### src/verilog/lbst_pkg.sv
// Purpose: shared constants and types for the local bus strobe timing block
// Assumes: one clock domain, the host bus clock
// Notes:   the field struct mirrors the bit layout of the lower timing register
package lbst_pkg;

    // byte offset of the lower timing register in the local register space
    localparam logic [7:0] LBST_LT1_OFFSET = 8'h08;

    // clocks from the host master's ready assertion to the reference cycle
    localparam int unsigned LBST_REF_DELAY = 2;

    // width of one timing count
    localparam int unsigned LBST_CNT_W = 4;

    // one timing count
    typedef logic [LBST_CNT_W-1:0] lbst_cnt_t;

    // register layout, msb first: bits 31:28 down to 3:0
    typedef struct packed {
        lbst_cnt_t wr_off;   // write strobe release / data strobe release on write
        lbst_cnt_t wr_on;    // write strobe assert / data strobe assert on write
        lbst_cnt_t rd_off;   // read strobe release / data strobe release on read
        lbst_cnt_t rd_on;    // read strobe assert / data strobe assert on read
        lbst_cnt_t wcs_off;  // write chip select release / read-not-write release
        lbst_cnt_t wcs_on;   // write chip select assert
        lbst_cnt_t rcs_off;  // read chip select release
        lbst_cnt_t rcs_on;   // read chip select assert
    } lbst_fields_t;

    // values after reset, local bus personality
    localparam lbst_fields_t LBST_RESET_BUS = '{
        wr_off: 4'h2, wr_on: 4'h0, rd_off: 4'h3, rd_on: 4'h0,
        wcs_off: 4'h2, wcs_on: 4'h0, rcs_off: 4'h3, rcs_on: 4'h0};

    // values after reset, parallel port personality
    localparam lbst_fields_t LBST_RESET_PAR = '{
        wr_off: 4'h2, wr_on: 4'h1, rd_off: 4'h2, rd_on: 4'h1,
        wcs_off: 4'h2, wcs_on: 4'h0, rcs_off: 4'h2, rcs_on: 4'h0};

    // access sequencer states
    typedef enum logic [1:0] {
        LBST_IDLE,
        LBST_PRE,
        LBST_RUN,
        LBST_DONE
    } lbst_state_t;

endpackage

### src/verilog/lbst_strobe.sv
// Purpose: one active-low local bus strobe with programmed assert/release counts
// Assumes: count_next_in rises by one each clock while run_next_in is high
// Notes:   works on next-cycle values so the pin changes in the counted cycle
`timescale 1ns/1ps
module lbst_strobe (
    input  wire logic             clock_in,
    input  wire logic             rst_n_in,
    input  wire logic             run_next_in,
    input  wire logic             enable_in,
    input  wire lbst_pkg::lbst_cnt_t count_next_in,
    input  wire lbst_pkg::lbst_cnt_t on_in,
    input  wire lbst_pkg::lbst_cnt_t off_in,
    output logic                  strobe_n_out
);

    logic strobe_n_reg;   // pin level, low means asserted
    logic strobe_n_next;  // level for the coming cycle
    wire  active;         // access running and this strobe in use
    wire  hit_on;         // coming cycle is the assert count
    wire  hit_off;        // coming cycle is the release count

    assign active  = run_next_in && enable_in;
    // one assert per access
    // an assert count not below the release count leaves the strobe high all access,
    // otherwise it would fall late and stick low until the access ends
    assign hit_on  = active && (count_next_in == on_in) && (on_in < off_in);
    assign hit_off = active && (count_next_in == off_in);

    // the counter never revisits a value, so each edge happens once per access
    // release wins if both counts are equal, keeping the pin from sticking low
    assign strobe_n_next = !active ? 1'b1 :
                           hit_off ? 1'b1 :
                           hit_on  ? 1'b0 : strobe_n_reg;

    // strobe level register
    always_ff @(posedge clock_in or negedge rst_n_in) begin
        if (!rst_n_in) begin
            strobe_n_reg <= 1'b1;
        end else begin
            strobe_n_reg <= strobe_n_next;
        end
    end

    assign strobe_n_out = strobe_n_reg;

endmodule

### src/verilog/lbst_timing.sv
// Purpose: sequences local bus strobes for function 1 base region accesses
// Assumes: host holds the access request and hit until ready is seen
// Notes:   counts above ten are not defended; the counter saturates at 15
`timescale 1ns/1ps
module lbst_timing (
    input  wire logic        clock_in,
    input  wire logic        rst_n_in,
    input  wire logic        parallel_port_in,
    input  wire logic        data_strobe_style_in,
    input  wire logic        reg_wr_in,
    input  wire logic        reg_rd_in,
    input  wire logic [7:0]  reg_addr_in,
    input  wire logic [3:0]  reg_be_in,
    input  wire logic [31:0] reg_wdata_in,
    output logic      [31:0] reg_rdata_out,
    input  wire logic [1:0]  access_bar_hit_in,
    input  wire logic        irdy_n_in,
    input  wire logic        access_write_in,
    input  wire logic [7:0]  access_wdata_in,
    output logic             access_ready_out,
    output logic      [7:0]  access_rdata_out,
    input  wire logic [7:0]  lb_data_in,
    output logic      [7:0]  lb_data_out,
    output logic             lb_data_oe_out,
    output logic      [3:0]  lb_chip_selects_n_out,
    output logic             lb_read_strobe_n_out,
    output logic             lb_write_strobe_n_out,
    output logic      [3:0]  lb_data_strobes_n_out,
    output logic             lb_read_not_write_out
);

    // larger of two counts, used for the end of read and write accesses
    function automatic lbst_pkg::lbst_cnt_t cnt_max(input lbst_pkg::lbst_cnt_t a,
                                                    input lbst_pkg::lbst_cnt_t b);
        cnt_max = (a > b) ? a : b;
    endfunction

    logic [31:0]           lt1_reg;        // lower timing register
    logic                  strap_done_reg; // reset values loaded from strap
    lbst_pkg::lbst_state_t state_reg;      // sequencer state
    lbst_pkg::lbst_state_t state_next;
    lbst_pkg::lbst_cnt_t   cnt_reg;        // clocks since reference cycle
    lbst_pkg::lbst_cnt_t   cnt_next;
    lbst_pkg::lbst_cnt_t   pre_reg;        // clocks since master ready
    logic                  write_reg;      // access direction, latched
    logic                  style_reg;      // strobe style, latched per access
    logic [7:0]            rdata_reg;      // captured read data
    logic [7:0]            wdata_reg;      // write data to the local bus
    logic                  oe_reg;         // local data bus drive
    logic [31:0]           rdata_bus_reg;  // register read data
    lbst_pkg::lbst_fields_t f;             // register as named counts
    lbst_pkg::lbst_cnt_t   last;           // final edge count of this access
    lbst_pkg::lbst_cnt_t   cs_on, cs_off, ds_on, ds_off;
    logic                  cs_n, ds_n;
    wire                   start;          // new access seen
    wire                   run_next;
    wire                   lt1_sel;
    wire                   capture;
    wire [31:0]            wmask;

    assign f = lbst_pkg::lbst_fields_t'(lt1_reg);

    assign start = (state_reg == lbst_pkg::LBST_IDLE) && (|access_bar_hit_in) && !irdy_n_in;

    assign last = write_reg ? cnt_max(f.wcs_off, f.wr_off) :
                  style_reg ? f.rd_off : cnt_max(f.rcs_off, f.rd_off);

    // next state: reference cycle is entered after the pre-count
    always_comb begin
        state_next = state_reg;
        case (state_reg)
            lbst_pkg::LBST_IDLE: if (start) state_next = lbst_pkg::LBST_PRE;
            lbst_pkg::LBST_PRE:
                if (pre_reg == lbst_pkg::lbst_cnt_t'(lbst_pkg::LBST_REF_DELAY - 1))
                    state_next = lbst_pkg::LBST_RUN;
            lbst_pkg::LBST_RUN:  if (cnt_reg >= last) state_next = lbst_pkg::LBST_DONE;
            lbst_pkg::LBST_DONE: state_next = lbst_pkg::LBST_IDLE;
            default:             state_next = lbst_pkg::LBST_IDLE;
        endcase
    end

    assign run_next = (state_next == lbst_pkg::LBST_RUN);
    // counter starts at zero in the reference cycle, saturates to stay monotonic
    assign cnt_next = (state_reg != lbst_pkg::LBST_RUN) ? '0 :
                      (&cnt_reg) ? cnt_reg : cnt_reg + 4'h1;

    // sequencer registers
    always_ff @(posedge clock_in or negedge rst_n_in) begin
        if (!rst_n_in) begin
            state_reg <= lbst_pkg::LBST_IDLE;
            cnt_reg   <= '0;
            pre_reg   <= '0;
            write_reg <= 1'b0;
            style_reg <= 1'b0;
        end else begin
            state_reg <= state_next;
            cnt_reg   <= run_next ? cnt_next : '0;
            pre_reg   <= (state_reg == lbst_pkg::LBST_PRE) ? pre_reg + 4'h1 : 4'h1;
            if (start) begin
                write_reg <= access_write_in;
                style_reg <= data_strobe_style_in;
            end
        end
    end

    // read data is taken on the edge where the read strobe releases
    assign capture = run_next && !write_reg && (cnt_next == f.rd_off);

    // local data path; write data is driven for the whole access
    always_ff @(posedge clock_in or negedge rst_n_in) begin
        if (!rst_n_in) begin
            rdata_reg <= '0;
            wdata_reg <= '0;
            oe_reg    <= 1'b0;
        end else begin
            if (capture) rdata_reg <= lb_data_in;
            if (start) wdata_reg <= access_wdata_in;
            // take the new direction at the start edge, so a read never drives the bus
            oe_reg <= (start ? access_write_in : write_reg) &&
                      (state_next == lbst_pkg::LBST_RUN || state_next == lbst_pkg::LBST_PRE);
        end
    end

    // register port: byte-lane writes, unmapped reads return zero
    assign lt1_sel = (reg_addr_in == lbst_pkg::LBST_LT1_OFFSET);
    assign wmask   = {{8{reg_be_in[3]}}, {8{reg_be_in[2]}}, {8{reg_be_in[1]}}, {8{reg_be_in[0]}}};

    // reset values depend on the strap, so they load on the first clock after release
    always_ff @(posedge clock_in or negedge rst_n_in) begin
        if (!rst_n_in) begin
            lt1_reg        <= lbst_pkg::LBST_RESET_BUS;
            strap_done_reg <= 1'b0;
            rdata_bus_reg  <= '0;
        end else begin
            strap_done_reg <= 1'b1;
            if (!strap_done_reg)
                lt1_reg <= parallel_port_in ? lbst_pkg::LBST_RESET_PAR : lbst_pkg::LBST_RESET_BUS;
            else if (reg_wr_in && lt1_sel)
                lt1_reg <= (lt1_reg & ~wmask) | (reg_wdata_in & wmask);
            if (reg_rd_in) rdata_bus_reg <= lt1_sel ? lt1_reg : '0;
        end
    end

    assign cs_on  = write_reg ? f.wcs_on  : f.rcs_on;
    assign cs_off = write_reg ? f.wcs_off : f.rcs_off;
    assign ds_on  = write_reg ? f.wr_on   : f.rd_on;
    assign ds_off = write_reg ? f.wr_off  : f.rd_off;

    // chip selects only in separate style
    lbst_strobe u_cs (.clock_in(clock_in), .rst_n_in(rst_n_in), .run_next_in(run_next),
        .enable_in(!style_reg), .count_next_in(cnt_next), .on_in(cs_on), .off_in(cs_off),
        .strobe_n_out(cs_n));
    lbst_strobe u_rd (.clock_in(clock_in), .rst_n_in(rst_n_in), .run_next_in(run_next),
        .enable_in(!style_reg && !write_reg), .count_next_in(cnt_next), .on_in(f.rd_on),
        .off_in(f.rd_off), .strobe_n_out(lb_read_strobe_n_out));
    lbst_strobe u_wr (.clock_in(clock_in), .rst_n_in(rst_n_in), .run_next_in(run_next),
        .enable_in(!style_reg && write_reg), .count_next_in(cnt_next), .on_in(f.wr_on),
        .off_in(f.wr_off), .strobe_n_out(lb_write_strobe_n_out));
    lbst_strobe u_ds (.clock_in(clock_in), .rst_n_in(rst_n_in), .run_next_in(run_next),
        .enable_in(style_reg), .count_next_in(cnt_next), .on_in(ds_on), .off_in(ds_off),
        .strobe_n_out(ds_n));
    // rnw low from reference on data-strobe style writes
    lbst_strobe u_rnw (.clock_in(clock_in), .rst_n_in(rst_n_in), .run_next_in(run_next),
        .enable_in(style_reg && write_reg), .count_next_in(cnt_next), .on_in(4'h0),
        .off_in(f.wcs_off), .strobe_n_out(lb_read_not_write_out));

    // all four selects and data strobes move together
    assign lb_chip_selects_n_out = {4{cs_n}};
    assign lb_data_strobes_n_out = {4{ds_n}};
    assign access_ready_out      = (state_reg == lbst_pkg::LBST_DONE);
    assign access_rdata_out      = rdata_reg;
    assign lb_data_out           = wdata_reg;
    assign lb_data_oe_out        = oe_reg;
    assign reg_rdata_out         = rdata_bus_reg;

    wire sep_rd = (state_reg == lbst_pkg::LBST_RUN) && !style_reg && !write_reg;
    wire sep_wr = (state_reg == lbst_pkg::LBST_RUN) && !style_reg && write_reg;
endmodule

### config.mk
export PLATFORM = sky130hd
export DESIGN_NAME = lbst_timing
export DESIGN_NICKNAME = d
export VERILOG_FILES = /design/src/verilog/lbst_pkg.sv /design/src/verilog/lbst_strobe.sv /design/src/verilog/lbst_timing.sv
export SDC_FILE = /design/constraint.sdc
export NUM_CORES = 1
export LEC_CHECK = 0
export BUFFER_PORTS_ARGS = -buffer_cell sky130_fd_sc_hd__buf_4
export CORE_MARGIN = 5
export CORE_UTILIZATION = 53
export CTS_BUF_LIST = sky130_fd_sc_hd__clkbuf_2
export DETAILED_ROUTE_END_ITERATION = 7
export GPL_ROUTABILITY_DRIVEN = 0
export PLACE_DENSITY = 0.79
export SLEW_MARGIN = 20
export SYNTH_ARGS = -nofsm -noshare
export SYNTH_HDL_FRONTEND = slang
export SYNTH_HIERARCHICAL = 1
export SYNTH_SLANG_ARGS = --single-unit
### constraint.sdc
create_clock -name clock_in -period 9.1 [get_ports clock_in]
set_input_delay 0.455 -clock clock_in [delete_from_list [all_inputs] [get_ports clock_in]]
set_output_delay 0.455 -clock clock_in [all_outputs]
set_load 0.02 [all_outputs]
==> metrics.csv <==
metric;value;unit
run_status;complete, no violations;
number_of_antenna_violations_at_the_first_check_in_global_routing;0;
finalMaxSlewViolations;0;
synth-seq-cells;99;
worst_ep_arrival_time;5.36;ns
post_synth.cell_area_avg;10.36;um2
placement.io_buffers;130;
chipWidth;112.1;um
timing.final.hold_violations;0;
synth_flop_cell;sky130_fd_sc_hd__dfrtp_1;
route.vias.total;4604;
top_cells_by_area_in_the_synthesized_netlist;sky130_fd_sc_hd__dfrtp_1 40%, sky130_fd_sc_hd__ha_1 7.0%, sky130_fd_sc_hd__dfstp_2 5.2%, sky130_fd_sc_hd__a22o_1 5.1%, sky130_fd_sc_hd__mux2_2 4.9%;
hold_path.startpoint;access_wdata_in[4];
clock_skew;0.04966;ns
share_seq_of_total_power;44.9;%
vdd.ir_drop.worst;0.1274;mV
timing_worst_setup_path_type;flop to flop;
worstHoldPathType;input pin to flop;
slew-limit-headroom;34.75;%
post-route-period-util;53.52;%
tritoncts;done;
std_cell_rows;37;
post-synth-top-area-fraction;39.86;%
power_switching_share;37.26;%
layout_cells_sized_above_1;29.20;%
synth-warning-count;6;
p_int;0.7824;mW
synthToLayoutAreaGrowth;21.97;%
detail_route.wl_per_cell;17.42;um
post_synth_instance_area;0.005524;mm2
tritonroute_pass_1_iters;4;
core;0.01023;mm2
cts-resized-gates;0;
number_of_library_cell_types_mapped_by_synthesis;46;
setup_total_negative_slack;0;ns
number_of_flops_mapped_to_enable_cells_by_yosys;0;
groute.usage.overall;22.85;%
dpl.hpwl;10.41;mm
grt_pass1_vias;4925;
crit_path_start_kind;flop;
htreeDepth;3;
syn_inst;533;
clock_insertion_delay_worst_skew;0.59;ns
fp.dieArea;0.01256;mm2
grt_setup_unrepaired;false;
yosysSeqAreaShare;45.10;%
min_delay_path_depth;2;
antennaDiodeCount;0;
clock_buffers_created_by_tritoncts;9;
ctsRootBufferMaster;sky130_fd_sc_hd__clkbuf_2;
asyncSetResetFlopFracSynth;100.0;%
regToRegStartpoint;f[21]$_DFFE_PN1P_;
clock_power_share;18.4;%
dieHeight;112.1;um
largest_register_ffs;32;
total_number_of_clock_tree_sinks;99;
max-cap-violations;0;
powerDensity;185.1;mW/mm2
fill_cells;816;
crit_path_start;f[21]$_DFFE_PN1P_;
synth_largest_area_cell;sky130_fd_sc_hd__dfrtp_1;
antenna_left;0;
vias_per_cell;5.777;
drt-total-wl;13.88;mm
finalWorstPathRequiredPeriod;4.870;ns
critical_path.max_fanout;10;
starting_density;53.99;%
setup_ws;4.230;ns
grt-ovfl-total;0;
drt_iter0_markers;242;
fmax;205.3;MHz
path_clk_slew;0.31;ns
worstSetupEndpointType;flop;
cts.path.max_buffers;2;
drc;0;
combinationalPowerShare;36.7;%
grt_max_degree;54;
p_sw;0.4647;mW
pre_cts_slack;4.298;ns
worst_slew_pin_slew;0.9728;ns
grt_pass1_wl;23.56;mm
worst-endpoint-required;9.59;ns
cellLeakagePower;3.225;nW
io-pin-count;131;
timing.final.setup_violations;0;
dpl.cell_count;781;
r2r.worst_path.cells;17;
final_hold_slack;0.08582;ns
layoutNonFillerInstCount;797;
design.final.nets;758;
synth_stat cells (6+ instances only):
cell type,n
sky130_fd_sc_hd__a211oi_1,14
sky130_fd_sc_hd__a21boi_0,24
sky130_fd_sc_hd__a21o_1,13
sky130_fd_sc_hd__a21oi_1,11
sky130_fd_sc_hd__a22o_1,32
sky130_fd_sc_hd__buf_4,8
sky130_fd_sc_hd__clkbuf_1,21
sky130_fd_sc_hd__dfrtp_1,88
sky130_fd_sc_hd__dfstp_2,11
sky130_fd_sc_hd__ha_1,31
sky130_fd_sc_hd__inv_1,32
sky130_fd_sc_hd__mux2_2,24
sky130_fd_sc_hd__nand2_1,46
sky130_fd_sc_hd__nand3_1,39
sky130_fd_sc_hd__nand4_1,13
sky130_fd_sc_hd__nor2_1,14
sky130_fd_sc_hd__nor3_1,6
sky130_fd_sc_hd__o21ai_0,8
sky130_fd_sc_hd__xnor2_1,28
sky130_fd_sc_hd__xor2_1,17
cells by family (layout without fill, tap and decap cells):
logic type	count (synthesis)	after routing	synth area share, %
simple gates	147	147	13.68
compound gates	117	117	16.04
flops	99	99	45.10
buf+inv	63	184	4.870
xor+xnor	45	45	7.135
fa+ha+maj	31	31	7.021
mux	29	29	6.025
other cells	2	9	0.1360
power by group through the flow:
stage / clock network (mW) / registers [mW] / logic (mW)
finish: 0.230 / 0.560 / 0.457
CTS: 0.236 / 0.561 / 0.461
global route: 0.253 / 0.573 / 0.501
global placement: 0 / 0.565 / 0.444
detailed placement: 0 / 0.569 / 0.459
floorplan: 0 / 0.592 / 0.267
cell usage in the layout, fill, tap and decap left out, types with 2 or more instances in the layout:
cell type | synthesis | routed
sky130_fd_sc_hd__nand2_1 | 46 | 46
sky130_fd_sc_hd__ha_1 | 31 | 31
sky130_fd_sc_hd__clkbuf_2 | 0 | 9
sky130_fd_sc_hd__nor3_1 | 6 | 6
sky130_fd_sc_hd__dfrtp_1 | 88 | 88
sky130_fd_sc_hd__a21oi_1 | 11 | 11
sky130_fd_sc_hd__inv_1 | 32 | 31
sky130_fd_sc_hd__o2111ai_1 | 5 | 5
sky130_fd_sc_hd__a31oi_1 | 2 | 2
sky130_fd_sc_hd__nor2b_1 | 5 | 5
sky130_fd_sc_hd__a22o_1 | 32 | 32
sky130_fd_sc_hd__mux2i_1 | 4 | 4
sky130_fd_sc_hd__mux2_2 | 24 | 24
sky130_fd_sc_hd__xnor2_1 | 28 | 28
sky130_fd_sc_hd__a21boi_0 | 24 | 24
sky130_fd_sc_hd__inv_6 | 0 | 2
sky130_fd_sc_hd__a211oi_1 | 14 | 14
sky130_fd_sc_hd__dfstp_2 | 11 | 11
sky130_fd_sc_hd__o21a_1 | 2 | 2
sky130_fd_sc_hd__o21ai_0 | 8 | 8
sky130_fd_sc_hd__a21o_1 | 13 | 13
sky130_fd_sc_hd__nand3b_1 | 2 | 2
sky130_fd_sc_hd__nand2b_1 | 2 | 2
sky130_fd_sc_hd__and2_1 | 5 | 5
sky130_fd_sc_hd__nand3_1 | 39 | 39
sky130_fd_sc_hd__or3b_1 | 5 | 5
sky130_fd_sc_hd__buf_4 | 8 | 136
sky130_fd_sc_hd__conb_1 | 2 | 9
sky130_fd_sc_hd__xor2_1 | 17 | 17
sky130_fd_sc_hd__nor2_1 | 14 | 14
sky130_fd_sc_hd__nand4_1 | 13 | 13
worst max-delay path, cell delays in order, from the launching register on:
cell and delay [ns]:
sky130_fd_sc_hd__dfstp_2 0.64, sky130_fd_sc_hd__inv_1 0.10, sky130_fd_sc_hd__ha_1 0.30, sky130_fd_sc_hd__nor2b_1 0.14, sky130_fd_sc_hd__o21a_1 0.16, sky130_fd_sc_hd__o21ai_0 0.42
sky130_fd_sc_hd__a2111oi_0 0.20, sky130_fd_sc_hd__a211o_1 0.27, sky130_fd_sc_hd__ha_1 0.26, sky130_fd_sc_hd__nand2b_1 0.14, sky130_fd_sc_hd__a21o_1 0.17, sky130_fd_sc_hd__a21o_1 0.17
sky130_fd_sc_hd__a21oi_1 0.17, sky130_fd_sc_hd__o21a_1 0.13, sky130_fd_sc_hd__ha_1 0.36, sky130_fd_sc_hd__nand4_1 0.21, sky130_fd_sc_hd__nor4_4 0.53, sky130_fd_sc_hd__mux2_2 0.40
area by class of cell:
| type | count | area (um2) | area share, % |
|---|---|---|---|
| clock buffer | 9 | 45.04 | 0.6685 |
| clock inverter | 6 | 82.58 | 1.226 |
| inverter | 32 | 120.1 | 1.783 |
| multi-input combinational | 378 | 2798 | 41.52 |
| sequential | 99 | 2491 | 36.97 |
| tap | 136 | 170.2 | 2.526 |
| timing repair buffer | 137 | 1031 | 15.30 |
stage by stage:
step	power (mW)	util (%)	area [um2]
final	1.247	65.86	6738
after detailed placement	1.028	64.51	6600
after global placement	1.009	64.50	6599
after global routing	1.327	65.86	6738
after floorplan	0.8589	-	5550
after CTS	1.259	65.86	6738
routing by layer:
metal | part of all wire [%] | global-route usage [%] | vias to the layer above
li1 | - | - | 2149
met1 | 40 | 28.17 | 2277
met2 | 52 | 40.01 | 143
met3 | 5.2 | 4.043 | 35
met4 | 2.4 | 8.654 | 0
met5 | 0 | 0 | -
what timing repair did:
| action | CTS | global route |
|---|---|---|
| hold buffers | 1 | 0 |
| hold endpoints to repair | 43 | 0 |
| setup buffers | 0 | 0 |
path summary, 6_finish.rpt:
check | end | slack (ns)
max | access_rdata_out[0]$_DFFE_PN0P_ | 4.23
min | lb_data_out[4]$_DFFE_PN0P_ | 0.09
max reg2reg | access_rdata_out[0]$_DFFE_PN0P_ | 4.23
min reg2reg | reg_rdata_out[0]$_DFFE_PN0P_ | 0.53
max in group asynchronous | reg_rdata_out[26]$_DFFE_PN0P_ | 7.62
min in group asynchronous | f[9]$_DFFE_PN0P_ | 0.34
No activity file was read; power rests on OpenSTA's default activity.
